### config.mk
export PLATFORM = sky130hd
export DESIGN_NAME = per_router
export DESIGN_NICKNAME = d
export VERILOG_FILES = /design/src/per_pkg.sv /design/src/per_router.sv
export SDC_FILE = /design/constraint.sdc
export NUM_CORES = 1
export LEC_CHECK = 0
export BUFFER_PORTS_ARGS = -buffer_cell sky130_fd_sc_hd__buf_2
export CAP_MARGIN = 20
export CORE_ASPECT_RATIO = 2
export CORE_UTILIZATION = 55
export CTS_BUF_LIST = sky130_fd_sc_hd__clkbuf_8
export DETAILED_ROUTE_END_ITERATION = 8
export MAX_ROUTING_LAYER = met4
export PLACE_DENSITY_LB_ADDON = 0.2
export SYNTH_ARGS = -nofsm -noshare
export SYNTH_HDL_FRONTEND = slang
export SYNTH_SLANG_ARGS = --single-unit
### constraint.sdc
create_clock -name clock_in -period 4.5 [get_ports clock_in]
set_clock_uncertainty 0.05 [all_clocks]
set_input_delay 0.675 -clock clock_in [delete_from_list [all_inputs] [get_ports clock_in]]
set_output_delay 0.675 -clock clock_in [all_outputs]
set_load 0.02 [all_outputs]
### src/per_pkg.sv
package per_pkg;

	// Channel and source counts, field widths
	localparam int          NUM_CH        = 4;
	localparam int          NUM_SRC       = 16;
	localparam int          SEL_W         = 8;
	localparam int          CTRL_W        = 10;
	localparam int          PSC_W         = 15;
	localparam int          FLT_CNT_W     = 3;

	// Register byte addresses
	localparam logic [11:0] ADDR_SEL_BASE  = 12'h000;
	localparam logic [11:0] ADDR_CTRL_BASE = 12'h010;
	localparam logic [11:0] ADDR_SW_DATA   = 12'h020;
	localparam logic [11:0] ADDR_SW_TRIG   = 12'h024;
	localparam logic [11:0] ADDR_STATUS    = 12'h028;

	// Control register fields
	localparam int          CTRL_PSC_LSB  = 0;
	localparam int          CTRL_PSC_W    = 4;
	localparam int          CTRL_FLT_EN   = 5;
	localparam int          CTRL_FLT_LSB  = 6;
	localparam int          CTRL_QD_EN    = 9;

	// Status register fields
	localparam int          STAT_TRIG_LSB = 0;
	localparam int          STAT_DATA_LSB = 4;
	localparam int          STAT_PHASE_LSB = 8;

	// Source select codes
	localparam logic [7:0]  SEL_NONE      = 8'h00;
	localparam logic [7:0]  SEL_PERIODIC  = 8'hF0;

	// Reset values
	localparam logic [7:0]  SEL_RESET     = 8'h00;
	localparam logic [9:0]  CTRL_RESET    = 10'h000;

	// Bus encodings
	localparam logic [1:0]  HTRANS_NONSEQ = 2'h2;
	localparam logic        HRESP_OKAY    = 1'h0;

endpackage : per_pkg

### src/per_router.sv
// The register offsets and the AHB-Lite slave port were left to the implementer.
`timescale 1ns/1ps

// What this block does
// - Four independent source-to-user event channels
// - Generator to user within two clocks
// - Routing runs regardless of sleep state
// - One source may feed several channels
// - Per-channel prescaler divides by 1..32768
// - Trigger write fires events on set channels
// - One data/trigger bit per channel
// - Software event lasts one cycle, overrides
// - Trigger/data pairs encode data events 01-03
// - Signaling users see only trigger bit
// - Events one cycle, level sources continuous
// - Optional filter needs N equal samples
// - Single quadrature decoder on channel zero
// - Decoder pairs: index, down, up, none
// - Select zero routes only software and channel-zero decoder events
// - Absent source codes act like zero
// - Phase B leading counts up
module per_router
	import per_pkg::*;
(
	// Clock and reset
	input  wire logic                clock_in,
	input  wire logic                rst_in,
	// AHB-Lite slave
	input  wire logic                hsel_in,
	input  wire logic [31:0]         haddr_in,
	input  wire logic [1:0]          htrans_in,
	input  wire logic                hwrite_in,
	input  wire logic [2:0]          hsize_in,
	input  wire logic [31:0]         hwdata_in,
	input  wire logic                hready_in,
	output logic      [31:0]         hrdata_out,
	output logic                     hreadyout_out,
	output logic                     hresp_out,
	// Event generators
	input  wire logic [NUM_SRC-1:0]  src_events_in,
	// Quadrature pins
	input  wire logic                phase_a_input_in,
	input  wire logic                phase_b_input_in,
	input  wire logic                index_input_in,
	// Event channels to users
	output logic      [NUM_CH-1:0]   event_trig_out,
	output logic      [NUM_CH-1:0]   event_data_out
);

	logic [SEL_W-1:0]     sel_ff [NUM_CH];
	logic [CTRL_W-1:0]    ctrl_ff [NUM_CH];
	logic [NUM_CH-1:0]    sw_data_ff;
	logic [NUM_CH-1:0]    sw_trig_ff;
	logic [NUM_CH-1:0]    sw_fire_ff;
	logic                 wr_pend_ff;
	logic [11:0]          wr_addr_ff;
	logic [31:0]          hrdata_ff;
	logic [NUM_CH-1:0]    trig_ff;
	logic [NUM_CH-1:0]    data_ff;
	logic [2:0]           pin_s1_ff;
	logic [2:0]           pin_s2_ff;
	logic [1:0]           phase_ff;
	logic                 index_prev_ff;
	logic                 qd_trig_ff;
	logic                 qd_data_ff;
	logic                 addr_phase;
	logic [NUM_CH-1:0]    nxt_trig;
	logic [NUM_CH-1:0]    nxt_data;
	logic [NUM_CH-1:0]    route_level;
	logic [1:0]           phase_now;
	logic [31:0]          nxt_rdata;

	// Bus address phase accepted
	assign addr_phase = hsel_in && hready_in && (htrans_in == HTRANS_NONSEQ || htrans_in == 2'h3);

	// Capture write address for the data phase
	always_ff @(posedge clock_in)
	begin
		if (rst_in)
		begin
			wr_pend_ff <= 1'b0;
			wr_addr_ff <= 12'h000;
		end
		else if (hready_in)
		begin
			wr_pend_ff <= addr_phase && hwrite_in;
			wr_addr_ff <= haddr_in[11:0];
		end
	end

	// Zero wait state, always OKAY
	always_ff @(posedge clock_in)
	begin
		if (rst_in)
		begin
			hreadyout_out <= 1'b0;
			hresp_out     <= HRESP_OKAY;
		end
		else
		begin
			hreadyout_out <= 1'b1;
			hresp_out     <= HRESP_OKAY;
		end
	end

	// Configuration registers
	always_ff @(posedge clock_in)
	begin
		if (rst_in)
		begin
			for (int i = 0; i < NUM_CH; i++)
			begin
				sel_ff[i]  <= SEL_RESET;
				ctrl_ff[i] <= CTRL_RESET;
			end
			sw_data_ff <= 4'h0;
		end
		else if (wr_pend_ff)
		begin
			for (int i = 0; i < NUM_CH; i++)
			begin
				if (wr_addr_ff == ADDR_SEL_BASE + 12'(4 * i))
					sel_ff[i] <= hwdata_in[SEL_W-1:0];
				if (wr_addr_ff == ADDR_CTRL_BASE + 12'(4 * i))
					ctrl_ff[i] <= hwdata_in[CTRL_W-1:0];
			end
			if (wr_addr_ff == ADDR_SW_DATA)
				sw_data_ff <= hwdata_in[NUM_CH-1:0];
		end
	end

	// Software trigger: one-cycle fire per channel
	always_ff @(posedge clock_in)
	begin
		if (rst_in)
		begin
			sw_trig_ff <= 4'h0;
			sw_fire_ff <= 4'h0;
		end
		else if (wr_pend_ff && wr_addr_ff == ADDR_SW_TRIG)
		begin
			sw_trig_ff <= hwdata_in[NUM_CH-1:0];
			sw_fire_ff <= hwdata_in[NUM_CH-1:0] | sw_data_ff;
		end
		else
		begin
			sw_fire_ff <= 4'h0;
		end
	end

	// Read data prepared in the address phase
	always_comb
	begin
		nxt_rdata = 32'h0000_0000;
		for (int i = 0; i < NUM_CH; i++)
		begin
			if (haddr_in[11:0] == ADDR_SEL_BASE + 12'(4 * i))
				nxt_rdata[SEL_W-1:0] = sel_ff[i];
			if (haddr_in[11:0] == ADDR_CTRL_BASE + 12'(4 * i))
				nxt_rdata[CTRL_W-1:0] = ctrl_ff[i];
		end
		if (haddr_in[11:0] == ADDR_SW_DATA)
			nxt_rdata[NUM_CH-1:0] = sw_data_ff;
		if (haddr_in[11:0] == ADDR_SW_TRIG)
			nxt_rdata[NUM_CH-1:0] = sw_trig_ff;
		if (haddr_in[11:0] == ADDR_STATUS)
		begin
			nxt_rdata[STAT_TRIG_LSB +: NUM_CH] = trig_ff;
			nxt_rdata[STAT_DATA_LSB +: NUM_CH] = data_ff;
			nxt_rdata[STAT_PHASE_LSB +: 2]     = phase_ff;
		end
		if (haddr_in[31:12] != 20'h00000)
			nxt_rdata = 32'h0000_0000;
	end

	always_ff @(posedge clock_in)
	begin
		if (rst_in)
			hrdata_ff <= 32'h0000_0000;
		else if (addr_phase && !hwrite_in)
			hrdata_ff <= nxt_rdata;
	end

	assign hrdata_out = hrdata_ff;

	// Pin synchronisers: phase A, phase B, index
	always_ff @(posedge clock_in)
	begin
		if (rst_in)
		begin
			pin_s1_ff <= 3'h0;
			pin_s2_ff <= 3'h0;
		end
		else
		begin
			pin_s1_ff <= {index_input_in, phase_b_input_in, phase_a_input_in};
			pin_s2_ff <= pin_s1_ff;
		end
	end

	assign phase_now = pin_s2_ff[1:0];

	// Quadrature decoder, channel zero only
	always_ff @(posedge clock_in)
	begin
		if (rst_in)
		begin
			phase_ff      <= 2'h0;
			index_prev_ff <= 1'b0;
			qd_trig_ff    <= 1'b0;
			qd_data_ff    <= 1'b0;
		end
		else
		begin
			phase_ff      <= phase_now;
			index_prev_ff <= pin_s2_ff[2];
			qd_trig_ff    <= 1'b0;
			qd_data_ff    <= 1'b0;
			if (pin_s2_ff[2] && !index_prev_ff)
			begin
				qd_data_ff <= 1'b1;
			end
			else
			begin
				// State {B,A}: forward 00->10->11->01->00
				unique case ({phase_ff, phase_now})
					4'h2, 4'hB, 4'hD, 4'h4:
					begin
						qd_trig_ff <= 1'b1;
						qd_data_ff <= 1'b1;
					end
					4'h1, 4'h7, 4'hE, 4'h8:
					begin
						qd_trig_ff <= 1'b1;
						qd_data_ff <= 1'b0;
					end
					default:
					begin
						qd_trig_ff <= 1'b0;
						qd_data_ff <= 1'b0;
					end
				endcase
			end
		end
	end

	// Per-channel multiplexer, prescaler and filter
	generate
		for (genvar ch = 0; ch < NUM_CH; ch++)
		begin : g_ch
			logic [PSC_W-1:0]     psc_cnt_ff;
			logic                 tick_ff;
			logic                 flt_prev_ff;
			logic                 flt_out_ff;
			logic [FLT_CNT_W-1:0] flt_cnt_ff;
			logic [PSC_W-1:0]     psc_mask;
			logic                 raw;
			logic [FLT_CNT_W-1:0] flt_len;

			assign psc_mask = PSC_W'((16'h0001 << ctrl_ff[ch][CTRL_PSC_LSB +: CTRL_PSC_W]) - 16'h0001);
			assign flt_len  = ctrl_ff[ch][CTRL_FLT_LSB +: FLT_CNT_W];

			// Periodic tick every 2^n clocks
			always_ff @(posedge clock_in)
			begin
				if (rst_in)
				begin
					psc_cnt_ff <= 15'h0000;
					tick_ff    <= 1'b0;
				end
				else if (psc_cnt_ff >= psc_mask)
				begin
					psc_cnt_ff <= 15'h0000;
					tick_ff    <= 1'b1;
				end
				else
				begin
					psc_cnt_ff <= psc_cnt_ff + 15'h0001;
					tick_ff    <= 1'b0;
				end
			end

			// Source select; zero and absent codes route nothing
			always_comb
			begin
				raw = 1'b0;
				if (sel_ff[ch] == SEL_PERIODIC)
					raw = tick_ff;
				else if (sel_ff[ch] != SEL_NONE && sel_ff[ch] < 8'(NUM_SRC))
					raw = src_events_in[sel_ff[ch][3:0]];
			end

			// Filter: accept after flt_len+2 equal samples
			always_ff @(posedge clock_in)
			begin
				if (rst_in)
				begin
					flt_prev_ff <= 1'b0;
					flt_cnt_ff  <= 3'h0;
					flt_out_ff  <= 1'b0;
				end
				else
				begin
					flt_prev_ff <= raw;
					if (raw != flt_prev_ff)
						flt_cnt_ff <= 3'h0;
					else if (flt_cnt_ff != flt_len)
						flt_cnt_ff <= flt_cnt_ff + 3'h1;
					if (raw == flt_prev_ff && flt_cnt_ff == flt_len)
						flt_out_ff <= raw;
				end
			end

			// Channel result before the output register
			always_comb
			begin
				route_level[ch] = ctrl_ff[ch][CTRL_FLT_EN] ? flt_out_ff : raw;
				nxt_trig[ch]    = route_level[ch];
				nxt_data[ch]    = 1'b0;
				if (ch == 0 && ctrl_ff[ch][CTRL_QD_EN])
				begin
					nxt_trig[ch] = qd_trig_ff;
					nxt_data[ch] = qd_data_ff;
				end
				if (sw_fire_ff[ch])
				begin
					nxt_trig[ch] = sw_trig_ff[ch];
					nxt_data[ch] = sw_data_ff[ch];
				end
			end
		end
	endgenerate

	// Registered channel outputs, no sleep gating
	always_ff @(posedge clock_in)
	begin
		if (rst_in)
		begin
			trig_ff <= 4'h0;
			data_ff <= 4'h0;
		end
		else
		begin
			trig_ff <= nxt_trig;
			data_ff <= nxt_data;
		end
	end

	// Signaling users take only the trigger line
	assign event_trig_out = trig_ff;
	assign event_data_out = data_ff;

endmodule : per_router
==> results of run 1 <==
## cells by family after synthesis
family                     count (synthesis)  share of synthesized area (%)
DFF                                      213                           40.0
adders and majority gates                 76                           7.64
muxes                                     67                           6.34
AOI/OAI and AO/OA                        212                           11.7
buffers and inverters                    117                           4.51
xor gates and xnor gates                  85                           5.98
other                                      1                         0.0301
and+or+nand+nor                          533                           23.8
## metal layers
layer | vias up | share of wire (%) | track usage (%)
met2 | 294 | 55 | 54.4
met5 | - | 0 | -
met1 | 4831 | 35 | 27.7
li1 | 4886 | - | -
met4 | 0 | 6.2 | 17.4
met3 | 116 | 4.5 | 3.34
## registers in the layout, summed over array words and instances, names as in the netlist, 3 cells and up, named ones only
signal and flops:
ctrl_ff 40, event_data_out 4, event_trig_out 4, g_ch.flt_cnt_ff 12
g_ch.flt_out_ff 4, g_ch.flt_prev_ff 4, g_ch.psc_cnt_ff 60, g_ch.tick_ff 4
hrdata_out 10, pin_s1_ff 3, pin_s2_ff 3, sel_ff 32
sw_data_ff 4, sw_fire_ff 4, sw_trig_ff 4, wr_addr_ff 12
## area by class of cell
| class | count | area [um^2] |
|---|---|---|
| Sequential cell | 213 | 4980 |
| Inverter | 30 | 113 |
| Timing Repair Buffer | 106 | 581 |
| Multi-Input combinational cell | 996 | 6990 |
| Fill cell | 1948 | 8420 |
| Tap cell | 276 | 345 |
| Clock buffer | 34 | 468 |
| Clock inverter | 24 | 250 |
## through the flow
stage	hold WS [ns]	total power, mW	std cells	setup WS (ns)	area, um^2
floorplan	0.364	2.49	1326	0.656	12500
global placement	0.371	2.62	1617	0.683	13000
detailed placement	0.393	2.64	1617	0.593	13000
CTS	0.196	4.43	1675	0.551	13700
global route	0.222	4.56	1679	0.216	13700
finish	0.222	4.41	1679	0.546	13700
## cell usage in the layout (no fill, tap or decap), types with 9 or more instances in the layout
cell / Yosys / final
edfxtp_1: 72 / 72
or3_1: 12 / 12
a21oi_1: 34 / 34
conb_1: 1 / 23
nor2b_1: 19 / 19
buf_4: 26 / 19
xor2_1: 45 / 45
and2_1: 79 / 79
inv_1: 29 / 33
nand3_1: 46 / 46
nor3_2: 13 / 14
a31oi_1: 9 / 9
o21a_1: 12 / 12
buf_2: 8 / 86
clkbuf_8: 0 / 34
o21ai_0: 53 / 53
nor2_1: 110 / 110
a21o_1: 15 / 15
o22ai_1: 9 / 9
nand2_1: 66 / 66
mux2_2: 14 / 14
clkinv_2: 0 / 10
nor4_1: 54 / 54
xnor2_1: 40 / 40
and3_1: 26 / 26
dfxtp_1: 141 / 141
nand2b_1: 21 / 21
ha_1: 76 / 76
nand4_1: 16 / 16
nor3_1: 30 / 29
mux2i_1: 44 / 44
## power breakdown
group | leakage (nW) | internal (mW) | total, mW | switching (mW)
registers | 1.89 | 2.05 | 2.12 | 0.0747
logic | 3.36 | 0.196 | 0.476 | 0.280
clock network | 0.393 | 0.996 | 1.81 | 0.814
## how the worst max path moves through the flow
stage	startpoint	endpoint
2_1_floorplan	ctrl_ff[0][0]	g_ch[0].psc_cnt_ff[10]
3_3_place_gp	ctrl_ff[0][1]	g_ch[0].psc_cnt_ff[1]
3_5_place_dp	ctrl_ff[0][2]	g_ch[0].psc_cnt_ff[3]
4_1_cts	ctrl_ff[0][2]	g_ch[0].psc_cnt_ff[9]
5_1_grt	ctrl_ff[0][2]	g_ch[0].psc_cnt_ff[10]
6_report	ctrl_ff[0][2]	g_ch[0].psc_cnt_ff[9]
==> results_dict.tcl, run 1 <==
set metrics [dict create \
    synth_most_common_cell "dfxtp_1" \
    hpwlAfterDp_um 24500 \
    crit_fanout 17 \
    final.setup.tns_ns 0 \
    slowest_delay_ns 0.62 \
    wl_per_cell_um 19.3 \
    status "finished clean" \
    syn_inst 1304 \
    synth_async_sr_flop_share_pct 0 \
    cp_cell_sequence "or3_1 > ha_1 > nor4b_1 > a21oi_1 > o22a_1 > ha_1 > and3_1 > a221o_1 > a221o_1 > nor4_1" \
    post_cts_buffers 0 \
    crit_type "reg -> reg" \
    synthTopCellsByCount "141 x dfxtp_1, 110 x nor2_1, 79 x and2_1, 76 x ha_1, 72 x edfxtp_1" \
    post-route-min-period_ns 3.95 \
    hp-class "in -> reg" \
    reg2reg_to "g_ch[0].psc_cnt_ff[9]" \
    synth.largest_area_cell "dfxtp_1" \
    netlist_area_um2 12500 \
    p_leak_nw 5.65 \
    finalSetupViolCount 0 \
    track_usage_pct 29.2 \
    num_antenna_cells 0 \
    drc 0 \
    drt_iter0_markers 594 \
    crit_slowest_cell "edfxtp_1" \
    synth-seq-area-share_pct 40.0 \
    path_depth 10 \
    numCtsBuffers 31 \
    drtPass1Iterations 4 \
    reg2reg_slack_ns 0.55 \
    grt_overflow 0 \
    max_cap_violations 0 \
    io_buffers 84 \
    cts_resized 0 \
    drive_gt1_share_pct 15.4 \
    clock_sinks 213 \
    totalWireLength_um 32400 \
    grt_max_degree 54 \
    gp_congestion 0.945 \
    synthFlopType "dfxtp_1" \
    h-tree-depth 1 \
    reg2reg_depth 10 \
    slew_violations 0 \
    period_share_pct 87.9 \
    grt_pass1_vias 9872 \
    path_buf_inv 0 \
    cp_data_arrival_time_ns 4.41 \
    syn_to_final_growth_pct 10.3 \
    ys_seq_elements 213 \
    worst_slew_pin_slew_ns 1.11 \
    clk_latency_ns 0.61 \
    cp-start-kind "flip-flop" \
    p_per_area_nw_per_um2 321 \
    hold_path_end "pin_s1_ff[0]" \
    ctsHoldBuffers 0 \
    avgSynthCellArea_um2 9.55 \
    hold_depth 2 \
    clk_path_buf_depth 3 \
    r2r-start "ctrl_ff[0][2]" \
    synthTopCellsByArea "dfxtp_1 23%, edfxtp_1 17%, ha_1 7.6%" \
    path_clk_slew_ns 0.07 \
    cts_tree "done" \
    synthDistinctLibCells 76 \
    fmax_ghz 0.253 \
    required_ns 4.96 \
    antenna_found_initial 0 \
    min_from "phase_a_input_in" \
    floorplan.initialDensity_pct 56.2 \
    grt_first_pass_wirelength_um 50700 \
    die_height_um 215 \
    nets 1547 \
    die_w_um 108 \
    rsz0062_at_grt "no" \
    yosysWarnings 0 \
    hold_violations 0 \
    ctsRootBufferMaster "clkbuf_8" \
    final_antenna_net_count 0 \
    vdd_ir_drop_max_v 0.000289 \
    synth_top_area_share_pct 22.7 \
    vias 10100 \
    rows 77 \
    die_area_um2 23300 \
    io_pins 135 \
    core_um2 22200 \
    cp_top_family "simple AND/OR/NAND/NOR gates" \
    synth_edf_count 72 \
    viasPerCell 6.03 \
    end_kind "flip-flop" \
    relSlewSlack_pct 24.9 \
    final_core_util_pct 62.0 \
]
Note: power is estimated with default switching activity, not from simulation.
==> inputs of run 2 (changes only) <==
==> constraint.sdc (replaced) <==
create_clock -name clock_in -period 4.9 [get_ports clock_in]
set_clock_uncertainty 0.05 [all_clocks]
set_input_delay 0.735 -clock clock_in [delete_from_list [all_inputs] [get_ports clock_in]]
set_output_delay 0.735 -clock clock_in [all_outputs]
set_load 0.02 [all_outputs]
==> run 2 against run 1 <==
Non-clock buffer count down 8. Final area down 0.58%. Worst hold slack better by 0.14 ns. Critical path depth up 1. Clock-buffer cell count up 7. Setup slack better by 0.18 ns. Die area unchanged. Sequential share of layout area up 0.21 points. Critical path type unchanged. Critical endpoint is now g_ch[0].psc_cnt_ff[12]. Largest cell class unchanged. Highest routed layer unchanged.
==> results_dict.tcl, run 2 (same netlist as run 1, synthesis figures left out) <==
set metrics [dict create \
    wl_per_cell_um 19.1 \
    reg2reg_slack_ns 0.73 \
    clkPwrFrac_pct 39.8 \
    final_cell_mix "141 x dfxtp_1, 110 x nor2_1, 85 x buf_2" \
    p_int_mw 2.92 \
    reg2reg_to "g_ch[0].psc_cnt_ff[12]" \
    cp_top_family "simple AND/OR/NAND/NOR gates" \
    slowest_delay_ns 0.57 \
    viasPerCell 6.01 \
    final_cells 1673 \
    cts_resized 0 \
    p_per_area_nw_per_um2 290 \
    top_register "g_ch.psc_cnt_ff" \
    end_kind "flip-flop" \
    io_buffers 84 \
    setup_ws_ns 0.729 \
    numCtsBuffers 34 \
    drc 0 \
    final.fill_count 1956 \
    die_w_um 108 \
    final.setup.tns_ns 0 \
    vdd_ir_drop_max_v 0.000276 \
    dp_cells 1610 \
    crit_type "reg -> reg" \
    cp_data_arrival_time_ns 4.54 \
    status "finished clean" \
    reg_top3 "g_ch.psc_cnt_ff (60), ctrl_ff (40), sel_ff (32)" \
    p_sw_share_pct 26.1 \
    nets 1542 \
    post_cts_buffers 0 \
    totalWireLength_um 32000 \
    hp-class "in -> reg" \
    syn_to_final_growth_pct 9.66 \
    cp_cell_sequence "or2_2 > or3_1 > ha_1 > nor4b_1 > a21oi_1 > o22a_1 > ha_1 > and3_1 > a221o_1 > a221o_1 > nor4_1" \
    path_buf_inv 0 \
    gp_congestion 0.955 \
    slew_violations 0 \
    drt_iter0_markers 680 \
    required_ns 5.27 \
    finalSetupViolCount 0 \
    post-route-min-period_ns 4.17 \
    core_um2 22200 \
    drive_gt1_share_pct 14.4 \
    grt_overflow 0 \
    grt_max_degree 64 \
    largest_register_ffs 60 \
    die_height_um 215 \
    io_pins 135 \
    path_clk_slew_ns 0.06 \
    vias 10100 \
    worst_slew_pin_slew_ns 1.09 \
    ctsHoldBuffers 0 \
    min_from "index_input_in" \
    grt_first_pass_wirelength_um 50700 \
    final_antenna_net_count 0 \
    cp-start-kind "flip-flop" \
    hold_path_end "pin_s1_ff[2]" \
    rows 77 \
    finalPower_mw 3.95 \
    hold_depth 2 \
    final_common_cell "dfxtp_1" \
    track_usage_pct 29.0 \
    clk_path_buf_depth 3 \
    place_ws_ns 0.735 \
    reg2reg_depth 11 \
    period_share_pct 85.1 \
    power_frac_comb_pct 10.8 \
    drtPass1Iterations 5 \
    die_area_um2 23300 \
    clk_latency_ns 0.54 \
    crit_slowest_cell "a221o_1" \
    r2r-start "ctrl_ff[0][1]" \
    h-tree-depth 2 \
    crit_fanout 15 \
    clock_sinks 213 \
    num_antenna_cells 0 \
    floorplan.initialDensity_pct 56.2 \
    rsz0062_at_grt "no" \
    grt_pass1_vias 9988 \
    hpwlAfterDp_um 24200 \
    relSlewSlack_pct 26.8 \
    multi_input_area_um2 6990 \
    p_leak_nw 5.61 \
    area.sequential_um2 4980 \
    hold_violations 0 \
    max_cap_violations 0 \
    cts_tree "done" \
    ctsRootBufferMaster "clkbuf_8" \
    seqPwrFrac_pct 49.4 \
    fmax_ghz 0.240 \
    p_switching_mw 1.03 \
    antenna_found_initial 0 \
]
[run 2: stage by stage]
step                utilization [%]  instance area [um^2]  hold WS, ns
CTS                            61.5                 13600        0.348
global placement               58.4                 12900        0.374
finish                         61.6                 13700        0.364
detailed placement             58.4                 12900        0.378
global route                   61.6                 13700        0.370
floorplan                         -                 12500        0.364
[run 2: worst reg2reg max path, cell delays in order, from the launching register on]
cell	delay, ns
edfxtp_1	0.55
or2_2	0.39
or3_1	0.35
ha_1	0.30
nor4b_1	0.43
a21oi_1	0.08
o22a_1	0.22
ha_1	0.29
and3_1	0.18
a221o_1	0.36
a221o_1	0.57
nor4_1	0.31
[run 2: how the worst max path moves through the flow]
stage / from / endpoint / slack (ns) / cells after the start
6_report: ctrl_ff[0][1] / g_ch[0].psc_cnt_ff[12] / 0.73 / 11
5_1_grt: ctrl_ff[0][1] / g_ch[0].psc_cnt_ff[11] / 0.46 / 11
4_1_cts: ctrl_ff[0][1] / g_ch[0].psc_cnt_ff[12] / 0.72 / 11
3_5_place_dp: ctrl_ff[0][1] / g_ch[0].psc_cnt_ff[8] / 0.74 / 11
3_3_place_gp: ctrl_ff[0][1] / g_ch[0].psc_cnt_ff[1] / 0.88 / 12
2_1_floorplan: ctrl_ff[0][0] / g_ch[0].psc_cnt_ff[10] / 1.06 / 14
[run 2: cell type report]
cell class	count	area share [%]
clock buffer	41	4.13
clock inverter	19	0.962
inverter	30	0.825
multi-input combinational	996	51.2
sequential	213	36.5
tap	276	2.53
timing repair buffer	98	3.83
[run 2: power groups by stage]
stage          combinational [mW]  sequential (mW)  clock [mW]
6_report                    0.427             1.95        1.57
3_3_place_gp                0.413             1.99           0
5_1_grt                     0.477             1.96        1.67
2_1_floorplan               0.331             1.96           0
4_1_cts                     0.426             1.95        1.60
3_5_place_dp                0.424             1.99           0
[run 2: per-layer routing]
| metal | GRT usage (%) | routed length [um] | part of all wire (%) | up-vias |
|---|---|---|---|---|
| met5 | - | 0 | 0 | - |
| met4 | 17.3 | 2120 | 6.6 | 0 |
| met3 | 3.46 | 1330 | 4.2 | 105 |
| met2 | 53.5 | 17300 | 54 | 301 |
| met1 | 27.8 | 11200 | 35 | 4789 |
| li1 | - | - | - | 4863 |
